[config.mk]
export PLATFORM = sky130hd
export DESIGN_NAME = ealc_top
export DESIGN_NICKNAME = d
export VERILOG_FILES = /design/src/ealc_top.v
export VERILOG_INCLUDE_DIRS = /design/src /design/src/src
export SDC_FILE = /design/constraint.sdc
export NUM_CORES = 1
export LEC_CHECK = 0
export ABC_CLOCK_PERIOD_IN_PS = 9400
export BUFFER_PORTS_ARGS = -buffer_cell sky130_fd_sc_hd__buf_2
export CORE_MARGIN = 4
export CORE_UTILIZATION = 30
export DETAILED_ROUTE_END_ITERATION = 12
export GPL_TIMING_DRIVEN = 0
export PLACE_DENSITY = 0.52
export RECOVER_POWER = 50
export SLEW_MARGIN = 0
export SYNTH_ARGS = -nofsm -noshare
export SYNTH_HDL_FRONTEND = slang
export SYNTH_SLANG_ARGS = --single-unit
[constraint.sdc]
create_clock -name clk -period 9.4 [get_ports clk]
set_input_delay 2.82 -clock clk [delete_from_list [all_inputs] [get_ports clk]]
set_output_delay 2.82 -clock clk [all_outputs]
set_load 0.01 [all_outputs]
[src/ealc_regs.vh]
`ifndef EALC_REGS_VH
`define EALC_REGS_VH
// ----------------------------------------
// Register offsets (page-local address)
// ----------------------------------------
`define EALC_ADDR_ALARM_LATCH   5'h12
`define EALC_ADDR_FAS_COUNT     5'h13
`define EALC_ADDR_EBIT_HIGH     5'h14
`define EALC_ADDR_EBIT_LOW      5'h15
`define EALC_ADDR_BPV_HIGH      5'h16
`define EALC_ADDR_BPV_LOW       5'h17
`define EALC_ADDR_CRC4_HIGH     5'h18
`define EALC_ADDR_CRC4_LOW      5'h19
`define EALC_ADDR_IRQ_WORD0     5'h1b
`define EALC_ADDR_IRQ_MASK0     5'h1a
// ----------------------------------------
// Alarm latch bit positions
// ----------------------------------------
`define EALC_LAT_REMOTE         7
`define EALC_LAT_ALL_ONES       6
`define EALC_LAT_TS16           5
`define EALC_LAT_NO_SIGNAL      4
`define EALC_LAT_AUX            3
`define EALC_LAT_MULTIFRAME_ALARM_LATCH          2
`define EALC_LAT_SLIP           1
// ----------------------------------------
// Interrupt word zero bit positions
// ----------------------------------------
`define EALC_IRQ_TSYNC          7
`define EALC_IRQ_MFSYNC         6
`define EALC_IRQ_CRCSYNC        5
`define EALC_IRQ_ALL_ONES       4
`define EALC_IRQ_NO_SIGNAL      3
`define EALC_IRQ_TWO_FAS        2
`define EALC_IRQ_YBIT           1
`define EALC_IRQ_SLIP           0
// ----------------------------------------
// Reset values
// ----------------------------------------
`define EALC_RST_BYTE           8'h00
`define EALC_RST_MASK           8'h00
`endif

[src/ealc_top.v]
// Functional notes
// - Latch bit 7 sets on received remote alarm; latch read clears it.
// - Latch bit 6 sets on all-ones alarm; held until latch read clears.
// - Latch bit 5 sets on timeslot 16 all ones; cleared by latch read.
// - Latch bit 4 sets on digital signal loss; cleared by latch read.
// - Latch bit 3 sets on auxiliary pattern; cleared by latch read.
// - Latch bit 2 sets on multiframe alarm; cleared by latch read.
// - Latch bit 1 sets on receive buffer slip; bit 0 unused, reads zero.
// - Eight-bit count of frame alignment words carrying bit errors.
// - Ten-bit E-bit count: top two bits in one register, low byte next.
// - Sixteen-bit bipolar violation count, high byte then low byte.
// - Ten-bit CRC-4 error count: top two bits, then low byte.
// - Interrupt bit 7 sets on terminal frame sync change, if unmasked.
// - Interrupt bit 6 sets on multiframe sync change, if unmasked.
// - Interrupt bit 5 sets on CRC-4 sync change, if unmasked.
// - Interrupt bit 4 sets when all-ones starts or ends, if unmasked.
// - Interrupt bit 3 sets while analog or digital signal loss exists.
// - Interrupt bit 2 sets on any alignment word error after the first one since reset.
// - Interrupt bit 1 sets on Y-bit multiframe loss status change.
// - Interrupt bit 0 sets on receive controlled slip, if unmasked.
// - Eight-bit error counts wrap to zero; wrap pulses an overflow output.
`timescale 1ns/1ps
`include "ealc_regs.vh"

module ealc_top
(
    input  wire       clk,
    input  wire       rst,
    // Microprocessor port, already in clk domain
    input  wire [4:0] addr,
    input  wire       rd_en,
    input  wire       wr_en,
    input  wire [7:0] wr_data,
    output reg  [7:0] rd_data_q,
    // Receive-side event pulses and levels
    input  wire       remote_alarm_evt,
    input  wire       all_ones_evt,
    input  wire       ts16_all_ones_evt,
    input  wire       digital_los_evt,
    input  wire       aux_pattern_evt,
    input  wire       mf_alarm_evt,
    input  wire       rx_slip_evt,
    input  wire       fas_error_evt,
    input  wire       ebit_error_evt,
    input  wire       bpv_evt,
    input  wire       crc4_error_evt,
    input  wire       term_sync_lvl,
    input  wire       mf_sync_lvl,
    input  wire       crc4_sync_lvl,
    input  wire       all_ones_lvl,
    input  wire       analog_los_lvl,
    input  wire       digital_los_lvl,
    input  wire       mf_loss_ybit_lvl,
    // Counter wrap pulses toward the overflow interrupt word
    output reg  [3:0] count_wrap_q
);

    // ----------------------------------------
    // State
    // ----------------------------------------
    // Registered state
    reg [7:0]  alarm_latch_q;
    reg [7:0]  irq_word_q;
    reg [7:0]  irq_mask_q;
    reg [7:0]  fas_error_count_q;
    reg [9:0]  ebit_count_q;
    reg [15:0] bpv_count_q;
    reg [9:0]  crc4_count_q;
    reg [4:0]  lvl_prev_q;
    reg        fas_prev_err_q;
    // Next values of the registers above
    reg [7:0]  fas_error_count_d;
    reg [9:0]  ebit_count_d;
    reg [15:0] bpv_count_d;
    reg [9:0]  crc4_count_d;
    reg [3:0]  count_wrap_d;
    reg [7:0]  rd_data_d;

    // Combinational nets
    wire [7:0] latch_set;
    wire [7:0] alarm_latch_d;
    wire [7:0] irq_set;
    wire [7:0] irq_word_d;
    wire [4:0] lvl_now;
    wire [4:0] lvl_change;
    wire       latch_rd;
    wire       irq_rd;
    wire       mask_wr;
    genvar     gi;

    // ----------------------------------------
    // Register port decode
    // ----------------------------------------
    // Decode helper, shared by the clear-on-read and mask strobes
    function hit;
        input [4:0] a;
        input [4:0] target;
        input       strobe;
        begin
            hit = strobe && (a == target);
        end
    endfunction

    // Wrap test on a low byte, shared by all four counters
    function wraps;
        input       evt;
        input [7:0] low;
        begin
            wraps = evt && (low == 8'hff);
        end
    endfunction

    assign latch_rd = hit(addr, `EALC_ADDR_ALARM_LATCH, rd_en);
    assign irq_rd   = hit(addr, `EALC_ADDR_IRQ_WORD0, rd_en);
    // Only the mask is writable; writes anywhere else are dropped
    assign mask_wr  = hit(addr, `EALC_ADDR_IRQ_MASK0, wr_en);

    // ----------------------------------------
    // Alarm reporting latch
    // ----------------------------------------
    assign latch_set[`EALC_LAT_REMOTE]    = remote_alarm_evt;
    assign latch_set[`EALC_LAT_ALL_ONES]  = all_ones_evt;
    assign latch_set[`EALC_LAT_TS16]      = ts16_all_ones_evt;
    assign latch_set[`EALC_LAT_NO_SIGNAL] = digital_los_evt;
    assign latch_set[`EALC_LAT_AUX]       = aux_pattern_evt;
    assign latch_set[`EALC_LAT_MULTIFRAME_ALARM_LATCH]     = mf_alarm_evt;
    assign latch_set[`EALC_LAT_SLIP]      = rx_slip_evt;
    assign latch_set[0]                   = 1'b0;

    // One identical set/clear cell per latch bit; bit 0 has no source
    generate
        for (gi = 0; gi < 8; gi = gi + 1)
        begin : g_latch_bit
            wire keep;
            // Set wins over read-clear so an event in the read cycle is kept
            assign keep              = alarm_latch_q[gi] & ~latch_rd;
            assign alarm_latch_d[gi] = latch_set[gi] | keep;
        end
    endgenerate

    // ----------------------------------------
    // Alarm latch register
    // ----------------------------------------
    // The read mux takes the old value at the same edge as the clear
    always @(posedge clk or posedge rst)
    begin
        if (rst)
            alarm_latch_q <= `EALC_RST_BYTE;
        else
            alarm_latch_q <= alarm_latch_d;
    end

    // ----------------------------------------
    // Change detectors for interrupt word zero
    // ----------------------------------------
    // Levels come from receive logic on clk, so no synchroniser is needed
    assign lvl_now    = {term_sync_lvl, mf_sync_lvl, crc4_sync_lvl,
                         all_ones_lvl, mf_loss_ybit_lvl};
    assign lvl_change = lvl_now ^ lvl_prev_q;

    always @(posedge clk or posedge rst)
    begin
        if (rst)
        begin
            lvl_prev_q     <= 5'h00;
            fas_prev_err_q <= 1'b0;
        end
        else
        begin
            lvl_prev_q <= lvl_now;
            if (fas_error_evt)
                fas_prev_err_q <= 1'b1;
        end
    end

    // Each alignment word arrives as a pulse only when errored, so a
    // second error pulse with the previous flag set marks two in a row.
    // Limitation: a clean word is never signalled, so the flag is never
    // cleared and any error after the first one sets the bit.
    assign irq_set[`EALC_IRQ_TSYNC]     = lvl_change[4];
    assign irq_set[`EALC_IRQ_MFSYNC]    = lvl_change[3];
    assign irq_set[`EALC_IRQ_CRCSYNC]   = lvl_change[2];
    assign irq_set[`EALC_IRQ_ALL_ONES]  = lvl_change[1];
    assign irq_set[`EALC_IRQ_NO_SIGNAL] = analog_los_lvl | digital_los_lvl;
    assign irq_set[`EALC_IRQ_TWO_FAS]   = fas_error_evt & fas_prev_err_q;
    assign irq_set[`EALC_IRQ_YBIT]      = lvl_change[0];
    assign irq_set[`EALC_IRQ_SLIP]      = rx_slip_evt;

    // ----------------------------------------
    // Interrupt word zero and its mask
    // ----------------------------------------
    // Per-bit cell: the mask gates the set, the read clears the rest
    generate
        for (gi = 0; gi < 8; gi = gi + 1)
        begin : g_irq_bit
            wire set_en;
            wire keep;
            // Masked events leave the bit alone; an unmasked set beats the clear
            assign set_en         = irq_set[gi] & irq_mask_q[gi];
            assign keep           = irq_word_q[gi] & ~irq_rd;
            assign irq_word_d[gi] = set_en | keep;
        end
    endgenerate

    // Mask writes act on events from the next edge on
    always @(posedge clk or posedge rst)
    begin
        if (rst)
        begin
            irq_word_q <= `EALC_RST_BYTE;
            irq_mask_q <= `EALC_RST_MASK;
        end
        else
        begin
            if (mask_wr)
                irq_mask_q <= wr_data;
            irq_word_q <= irq_word_d;
        end
    end

    // ----------------------------------------
    // Performance counters
    // ----------------------------------------
    // All counters wrap; the 8-bit one and the low bytes report wraps
    always @*
    begin
        fas_error_count_d = fas_error_count_q;
        ebit_count_d      = ebit_count_q;
        bpv_count_d       = bpv_count_q;
        crc4_count_d      = crc4_count_q;
        if (fas_error_evt)
            fas_error_count_d = fas_error_count_q + 8'h01;
        if (ebit_error_evt)
            ebit_count_d = ebit_count_q + 10'h001;
        if (bpv_evt)
            bpv_count_d = bpv_count_q + 16'h0001;
        if (crc4_error_evt)
            crc4_count_d = crc4_count_q + 10'h001;
        // Wrap pulses: FAS, CRC-4, E-bit, BPV on a low byte of FFH
        count_wrap_d = {wraps(fas_error_evt, fas_error_count_q),
                        wraps(crc4_error_evt, crc4_count_q[7:0]),
                        wraps(ebit_error_evt, ebit_count_q[7:0]),
                        wraps(bpv_evt, bpv_count_q[7:0])};
    end

    // ----------------------------------------
    // Counter registers
    // ----------------------------------------
    // Counters are not snapshotted, so a high byte read and a later low
    // byte read can tear across a carry; software reads twice if needed
    always @(posedge clk or posedge rst)
    begin
        if (rst)
        begin
            fas_error_count_q <= `EALC_RST_BYTE;
            ebit_count_q      <= 10'h000;
            bpv_count_q       <= 16'h0000;
            crc4_count_q      <= 10'h000;
            count_wrap_q      <= 4'h0;
        end
        else
        begin
            fas_error_count_q <= fas_error_count_d;
            ebit_count_q      <= ebit_count_d;
            bpv_count_q       <= bpv_count_d;
            crc4_count_q      <= crc4_count_d;
            count_wrap_q      <= count_wrap_d;
        end
    end

    // ----------------------------------------
    // Read data mux
    // ----------------------------------------
    // Address decode for reads; the mask reads back as stored and
    // unmapped places return zero
    always @*
    begin
        rd_data_d = `EALC_RST_BYTE;
        case (addr)
            `EALC_ADDR_ALARM_LATCH: rd_data_d = alarm_latch_q;
            `EALC_ADDR_FAS_COUNT:   rd_data_d = fas_error_count_q;
            `EALC_ADDR_EBIT_HIGH:   rd_data_d = {6'h00, ebit_count_q[9:8]};
            `EALC_ADDR_EBIT_LOW:    rd_data_d = ebit_count_q[7:0];
            `EALC_ADDR_BPV_HIGH:    rd_data_d = bpv_count_q[15:8];
            `EALC_ADDR_BPV_LOW:     rd_data_d = bpv_count_q[7:0];
            `EALC_ADDR_CRC4_HIGH:   rd_data_d = {6'h00, crc4_count_q[9:8]};
            `EALC_ADDR_CRC4_LOW:    rd_data_d = crc4_count_q[7:0];
            `EALC_ADDR_IRQ_MASK0:   rd_data_d = irq_mask_q;
            `EALC_ADDR_IRQ_WORD0:   rd_data_d = irq_word_q;
            default:                rd_data_d = `EALC_RST_BYTE;
        endcase
    end

    // ----------------------------------------
    // Read data register
    // ----------------------------------------
    // Data appears one edge after rd_en and holds until the next read
    always @(posedge clk or posedge rst)
    begin
        if (rst)
            rd_data_q <= `EALC_RST_BYTE;
        else if (rd_en)
            rd_data_q <= rd_data_d;
    end

endmodule

==> results of run 1 <==
## cells in the final DEF, fill, tap and decap left out, types with 7 or more instances in the layout
cell,synthesis,routed
clkbuf_1,3,13
dfrtp_1,86,86
and3_1,13,13
buf_2,9,44
nand4_1,14,14
mux2_1,9,9
a21o_1,7,7
mux2_2,9,9
mux2i_1,9,9
nand3_1,14,14
and4_1,7,7
a22o_1,8,8
nand3b_1,9,9
nor2_1,9,9
clkbuf_16,0,9
xor2_1,19,19
inv_1,10,9
xnor2_1,26,26
nand2_1,17,17
## worst reg2reg max path, delay by kind of cell (launching register included)
kind | cells | cell delay, ns
compound gates | 3 | 0.71
flops | 1 | 0.43
mux | 1 | 0.29
## Yosys cell counts (2+ instances only)
cell	count	share of area [%]
a211oi_1	2	0.37
a21o_1	7	1.3
a21oi_1	5	0.61
a22o_1	8	1.7
a32o_1	3	0.74
and2_1	4	0.61
and3_1	13	2.0
and3b_1	2	0.43
and4_1	7	1.5
buf_2	9	1.1
buf_6	2	0.55
clkbuf_1	3	0.28
dfrtp_1	86	53
ha_1	4	1.2
inv_1	10	0.92
mux2_1	9	2.5
mux2_2	9	2.5
mux2i_1	9	2.2
nand2_1	17	1.6
nand3_1	14	1.7
nand3b_1	9	1.7
nand4_1	14	2.2
nand4b_1	3	0.65
nor2_1	9	0.83
nor2b_1	4	0.61
nor3_1	2	0.25
nor3b_1	2	0.37
o21ai_0	3	0.37
o221ai_1	5	1.1
o22ai_1	5	0.77
xnor2_1	26	5.6
xor2_1	19	4.1
## final timing paths
path	slack, ns	cells past startpoint	startpoint	end
setup / recovery	3.60	3	rst	rd_data_q[2]
hold / removal	0.47	1	fas_prev_err_q	fas_prev_err_q
setup reg to reg	7.84	4	fas_error_count_q[2]	rd_data_q[2]
hold reg to reg	0.47	1	fas_prev_err_q	fas_prev_err_q
max in group clk	5.34	7	addr[2]	rd_data_q[6]
min in group asynchronous	2.94	2	rst	bpv_count_q[8]
## power by group through the flow
stage                     clock network, W  logic [W]  registers (W)
after global placement                   0   0.000175       0.000543
after detailed placement                 0   0.000180       0.000544
after floorplan                          0   0.000140       0.000512
after CTS                         0.000368   0.000181       0.000539
after global routing              0.000383   0.000202       0.000551
final                             0.000358   0.000176       0.000539
## sequential cells by signal (all words and copies together) (netlist names)
register and cells:
alarm_latch_q 8, bpv_count_q 16, count_wrap_q 4, crc4_count_q 10, ebit_count_q 10, fas_error_count_q 8
fas_prev_err_q 1, irq_mask_q 8, irq_word_q 8, lvl_prev_q 5, rd_data_q 8
## through the flow
step                      utilization (%)  setup slack [ns]  hold WS [ns]  area [µm²]
after floorplan                         -             4.358        0.4385        4070
after global placement              34.02             3.288        0.4544        4506
after detailed placement            34.25             4.977        0.4641        4536
after CTS                           36.53             5.335        0.4798        4837
after global routing                36.26             2.714        0.4881        4802
final                               36.26             3.604        0.4736        4802
## layer usage
metal  share of wire (%)  vias to the layer above
li1                    -                     1373
met1                  50                     1438
met2                  44                       87
met3                 4.1                       15
met4                 2.5                        0
met5                   0                        -
## area by class of cell
type                       instances  area [µm²]  area share [%]
clock buffer                      10       229.0           4.768
timing repair buffer              44       209.0           4.351
sequential                        86        2152           44.81
buffer                            15       86.33           1.798
clock inverter                     6       72.57           1.511
inverter                          10       38.79          0.8077
multi-input combinational        234        1794           37.36
tap                              176       220.2           4.586
## cells by family after synthesis
| group | after synthesis | synth area share, % |
|---|---|---|
| xor+xnor | 45 | 9.683 |
| simple gates | 108 | 15.83 |
| compound gates | 48 | 9.222 |
| flops | 86 | 52.87 |
| fa+ha+maj | 4 | 1.230 |
| buf+inv | 25 | 3.043 |
| mux | 29 | 8.116 |
==> summary.txt, run 1 <==
Status
  • Outcome: complete, but fails checks
  • Violated checks: max-capacitance violations, max-slew violations

Die
  • Die footprint: 15,500 µm²
  • Core area: 13,240 µm²
  • Initial Util: 30.74%
  • Die width: 124.5 µm
  • Io pins: 47
  • Rows: 42
  • Die Ht: 124.5 µm

Detailed routing
  • Vias: 2,913
  • Final ANT Viol Nets: 0
  • Vias per cell: 5.014
  • Routed wire length: 9904 µm
  • Drt pass-1 iters: 4
  • # DRC: 0
  • WL/cell: 17.05 µm
  • Initial DRC count: 105

Pwr
  • Switching Power: 0.0003240 W
  • Int Power: 0.0007494 W
  • Max VDD drop: 0.09573 mV
  • Switch share: 30.19%
  • P per Cell Area: 223.5 nW/µm²
  • Total power: 0.001073 W
  • Clock network fraction of design power: 33.4%
  • Seq pwr share: 50.2%
  • Combinational share of power: 16.4%
  • Leak Pwr: 2.117 nW

Timing
  • Relative slew slack: -56.84%
  • Final setup viols: 0
  • Max Slew Vio Count: 89
  • Setup TNS: 0 ns
  • Final worst-path cycle share: 61.66%
  • Worst slew pin tran: 2.353 ns
  • FMAX: 0.1725 GHz
  • Post-layout min period: 5.796 ns
  • RSZ-0062 raised after global routing: false
  • Clock Skew: 0.01152 ns
  • Fin. Hold Viols: 0

Global routing
  • Met1 usage: 18.71%
  • Met3 usage: 2.959%
  • Largest net degree at the start of global routing: 46
  • Vias in the first global route: 2,923
  • Total grt overflow: 0
  • GR Util All Layers: 13.32%
  • Initial antenna violation count: 0
  • M2 GR Usage: 18.89%
  • Global-route wire length before repair: 16,460 µm
  • Gr busiest metal: met2

Synth
  • Yosys reg bits: 86
  • Cells after Synth: 345
  • Post-Syn Nets: 384
  • Syn_area_per_cell: 11.80 µm²
  • Top_reg_cell synth: dfrtp_1
  • Sequential-to-total area share from yosys stat: 52.87%
  • Ys async rst share: 100.0%
  • EDFF count, synth: 0
  • Yosys warning count: 0
  • Mapped Area: 4070 µm²
  • Synth cell types: 53

Critical path
  • CP top delay family: buffers and inverters
  • Crit path buf inv count: 3
  • Required @ worst endpoint: 9.36 ns
  • Crit path DAT: 5.76 ns
  • Crit path capture type: async pin
  • Setup CP Type: in2async
  • Max Fanout on Critical Path: 45
  • Slowest CP cell: clkbuf_1
  • Worst path cell trace: buf_2, clkinvlp_2, clkbuf_1
  • CP max stage delay: 1.75 ns
  • Startpoint types: input port

Placed design
  • I/O Buffers: 43
  • # placed instances: 565
  • Hpwl dp: 7376 µm
  • Placer Congestion: 0.8840

Clock tree
  • Post-CTS Hold Fix Bufs: 0
  • CTS Sinks: 86
  • Clock root buffer: clkbuf_16
  • Post-CTS sizing: 0
  • Clk_lat worst skew: 0.35 ns
  • Post-CTS Setup Bufs: 0
  • CTS tree: done
  • Clock slew seen by the registers of the worst setup and hold paths: 0.06 ns
  • CTS Buf Count: 9
  • CTS H-Tree Depth: 3
  • CTS Buffer Depth: 2

Finish
  • # fillers: 1,360
  • Fin nets: 439
  • # diodes: 0
  • Final cell count without fillers: 581
  • Share of post-route cells with drive strength above 1: 19.51%
  • Layout overhead on the synthesized area: 17.98%

Run
  • Max Cap Viol: 2

Worst hold path
  • Worst hold path class: reg2reg
Power figures use the tool's default switching activity.
==> run 2: changes to the inputs <==
--- a/config.mk
+++ b/config.mk
@@ -6,13 +6,14 @@
 export SDC_FILE = /design/constraint.sdc
 export NUM_CORES = 1
 export LEC_CHECK = 0
-export ABC_CLOCK_PERIOD_IN_PS = 9400
+export ABC_AREA = 1
+export ABC_CLOCK_PERIOD_IN_PS = 5700
 export BUFFER_PORTS_ARGS = -buffer_cell sky130_fd_sc_hd__buf_2
 export CORE_MARGIN = 4
 export CORE_UTILIZATION = 30
 export DETAILED_ROUTE_END_ITERATION = 12
 export GPL_TIMING_DRIVEN = 0
-export PLACE_DENSITY = 0.52
+export PLACE_DENSITY = 0.51
 export RECOVER_POWER = 50
 export SLEW_MARGIN = 0
 export SYNTH_ARGS = -nofsm -noshare
==> constraint.sdc (replaced) <==
create_clock -name clk -period 5.7 [get_ports clk]
set_input_delay 1.71 -clock clk [delete_from_list [all_inputs] [get_ports clk]]
set_output_delay 1.71 -clock clk [all_outputs]
set_load 0.01 [all_outputs]
==> run 2 against run 1 <==
Against the previous run: the flow still finishes with violations (max-capacitance violations, max-slew violations); count of clock-buffer cells in the layout decreased by 1; area after synthesis up 3.3%; critical path type is now in2reg; synthesized cell count increased by 39%; first-iteration DRC count up 33%; sequential power is 67% higher; final cell count increased by 23%; sequential share of layout area fell by 1.2 points.
==> summary.txt, run 2 <==
Timing
  • Worst slew pin tran: 1.582 ns (-0.7702 ns)
  • Setup ws final: 2.914 ns (-0.6900 ns)
  • Max Slew Vio Count: 34 (-62%)
  • Setup TNS: 0 ns (unchanged)
  • Clock Skew: 0.006041 ns (-0.005482 ns)
  • RSZ-0062 raised after global routing: false
  • Relative slew slack: -6.073% (+51 points)
  • Fin. Hold Viols: 0 (unchanged)
  • Final worst-path cycle share: 48.87%
  • Final setup viols: 0 (unchanged)
  • FMAX: 0.3590 GHz
  • Post-layout min period: 2.786 ns

Finish
  • Top flop regs: bpv_count_q: 16 flops, crc4_count_q: 10 flops, ebit_count_q: 10 flops
  • Top reg by flops: bpv_count_q
  • Final cell count without fillers: 716 (+23%)
  • Fin nets: 574 (+31%)
  • Layout overhead on the synthesized area: 17.29%
  • # diodes: 0 (unchanged)
  • Most frequent cells in the layout: 157 x nand2_1, 86 x dfrtp_1, 62 x inv_1, 36 x nor2_1, 36 x buf_2
  • Commonest non-fill, non-tap cell in the layout: nand2_1
  • Share of post-route cells with drive strength above 1: 15.56% (-4.0 points)
  • Max FFs per register: 16 (unchanged)

Clock tree
  • CTS H-Tree Depth: 3 (unchanged)
  • Post-CTS Setup Bufs: 0 (unchanged)
  • Clock root buffer: clkbuf_16
  • CTS Sinks: 86 (unchanged)
  • Post-CTS Hold Fix Bufs: 0 (unchanged)
  • Clk_lat worst skew: 0.35 ns (about the same)
  • Post-CTS sizing: 0 (unchanged)
  • CTS Buf Count: 9 (unchanged)
  • CTS tree: done
  • Clock slew seen by the registers of the worst setup and hold paths: 0.06 ns (about the same)
  • CTS Buffer Depth: 2 (unchanged)

Detailed routing
  • Vias per cell: 4.429 (-12%)
  • Drt pass-1 iters: 4 (unchanged)
  • WL/cell: 13.76 µm (-19%)
  • Initial DRC count: 140 (+33%)
  • Routed wire length: 9850 µm (-0.55%)
  • Vias: 3,171 (+8.9%)
  • # DRC: 0 (unchanged)
  • Final ANT Viol Nets: 0 (unchanged)

Die
  • Io pins: 47 (unchanged)
  • Die Ht: 126.4 µm (+1.5%)
  • Initial Util: 31.14% (+0.40 points)
  • Core area: 13,510 µm² (+2.0%)
  • Die footprint: 15,980 µm² (+3.1%)
  • Die width: 126.4 µm (+1.5%)
  • Rows: 42 (unchanged)

Synth
  • Yosys reg bits: 86 (unchanged)
  • Leading cell types by count after synthesis: 155 x nand2_1, 86 x dfrtp_1, 63 x inv_1
  • Synth cell types: 35 (-34%)
  • EDFF count, synth: 0 (unchanged)
  • Ys async rst share: 100.0% (unchanged)
  • Synth top area share: 51.18% (-1.7 points)
  • Most common cell in the netlist: nand2_1
  • Mapped Area: 4205 µm² (+3.3%)
  • Syn_area_per_cell: 8.761 µm² (-26%)
  • Largest area contributor in the netlist: dfrtp_1
  • Cells after Synth: 480 (+39%)
  • Synth area leaders: dfrtp_1 51%, nand2_1 14%, inv_1 5.6%
  • Post-Syn Nets: 519 (+35%)
  • Top_reg_cell synth: dfrtp_1
  • Yosys warning count: 0 (unchanged)
  • Sequential-to-total area share from yosys stat: 51.18% (-1.7 points)

Global routing
  • Total grt overflow: 0 (unchanged)
  • Vias in the first global route: 3,202 (+9.5%)
  • Global-route wire length before repair: 16,190 µm (-1.6%)
  • Largest net degree at the start of global routing: 54 (+17%)
  • Initial antenna violation count: 0 (unchanged)
  • GR Util All Layers: 13.02% (-0.30 points)

Pwr
  • Leak Pwr: 2.664 nW (+26%)
  • Max VDD drop: 0.1343 mV (+40%)
  • Total power: 0.001802 W (+68%)
  • P per Cell Area: 365.4 nW/µm² (+63%)

Run
  • Max Cap Viol: 1 (-1)

Critical path
  • CP top delay family: simple AND/OR/NAND/NOR gates
  • Slowest CP cell: nor3_1
  • Setup CP Type: in2reg
  • Startpoint types: input port
  • Crit path capture type: register
  • Crit path DAT: 3.03 ns (-2.73 ns)
  • Crit-path most repeated cell: nand2_1
  • Crit path buf inv count: 3 (unchanged)
  • Required @ worst endpoint: 5.94 ns (-3.42 ns)
  • Worst path cell trace: clkbuf_1, nand2_1, clkinv_1, nand2_1, nor3_1, nand2_2, nor2_1, nand2_1, nand2_1, inv_1
  • Max Fanout on Critical Path: 5 (-89%)
  • CP max stage delay: 0.46 ns (-1.29 ns)

Placed design
  • Hpwl dp: 7653 µm (+3.8%)
  • I/O Buffers: 43 (unchanged)
  • Placer Congestion: 0.8127 (-8.1%)
  • # placed instances: 700 (+24%)
  • Setup WS pre-CTS: 2.523 ns (-2.454 ns)

Worst hold path
  • Worst hold path class: reg2reg

Status
  • Violated checks: max-capacitance violations, max-slew violations
  • Outcome: complete, but fails checks
==> run 2: cell types whose count changed after synthesis, moves of 8 or more <==
| cell | previous run | this run |
|---|---|---|
| a22o_1 | 8 | 0 |
| mux2i_1 | 9 | 0 |
| xor2_1 | 19 | 27 |
| o21ai_0 | 3 | 20 |
| mux2_1 | 9 | 0 |
| nand2_1 | 17 | 155 |
| nor2_1 | 9 | 36 |
| inv_1 | 10 | 63 |
| xnor2_1 | 26 | 10 |
| buf_2 | 9 | 1 |
| and3_1 | 13 | 0 |
| nand3b_1 | 9 | 1 |
==> run 2: layer usage <==
layer / vias up / global-route usage [%] / wire length (µm)
met5: - / 0 / 0
met4: 0 / 5.300 / 187
met3: 11 / 3.321 / 494
met2: 65 / 19.65 / 4276
met1: 1493 / 17.86 / 4892
li1: 1602 / - / -
==> run 2: logic make-up (layout without fill, tap and decap cells) <==
group	after synthesis	count (layout)	synth area share, %
AOI/OAI and AO/OA	34	34	4.612
xor gates and xnor gates	37	37	7.706
adders and majority gates	4	4	1.190
buffers and inverters	69	129	6.307
DFF	86	86	51.18
muxes	11	11	3.660
and+or+nand+nor	239	239	25.35
==> run 2: worst register-to-register path, cell delays in order (launching register included) <==
cell and delay, ns:
dfrtp_1 0.43, ha_1 0.19, nand2_1 0.10, clkinv_1 0.08
nand2_1 0.06, nor3_1 0.46, nand2_2 0.14, nor2_1 0.11
nand2_1 0.05, nand2_1 0.06, inv_1 0.03
==> run 2: power breakdown <==
part	switching (W)	internal, W	leakage [nW]	total [W]
logic	0.000174	0.000147	1.49	0.000321
registers	0.000151	0.000751	1.03	0.000902
clock network	0.000244	0.000336	0.141	0.000580
total	0.000568	0.00123	2.66	0.00180
==> run 2: final timing paths <==
| path | slack, ns | from | endpoint | cells past startpoint |
|---|---|---|---|---|
| worst max-delay path | 2.91 | bpv_evt | bpv_count_q[12] | 10 |
| worst min-delay path | 0.47 | rd_data_q[3] | rd_data_q[3] | 2 |
| worst max register to register | 3.88 | bpv_count_q[0] | bpv_count_q[12] | 10 |
| worst min register to register | 0.47 | rd_data_q[3] | rd_data_q[3] | 2 |
| max in group asynchronous | 3.11 | rst | rd_data_q[5] | 3 |
| min in group asynchronous | 1.73 | rst | irq_mask_q[4] | 2 |
==> run 2: area by class of cell <==
type	count	area, µm²
fill	1406	8573
clock buffer	9	225.2
multi-input combinational	325	1772
sequential	86	2152
buffer	4	20.02
inverter	65	245.2
tap	176	220.2
timing repair buffer	44	232.7
clock inverter	7	65.06
==> run 2: metrics by stage <==
stage / utilization [%] / instance area (µm²) / hold slack (ns)
after floorplan: - / 4205 / 0.4405
after global placement: 34.36 / 4641 / 0.4512
after detailed placement: 34.58 / 4671 / 0.4597
after CTS: 36.73 / 4961 / 0.4759
after global routing: 36.52 / 4932 / 0.4861
final: 36.52 / 4932 / 0.4734
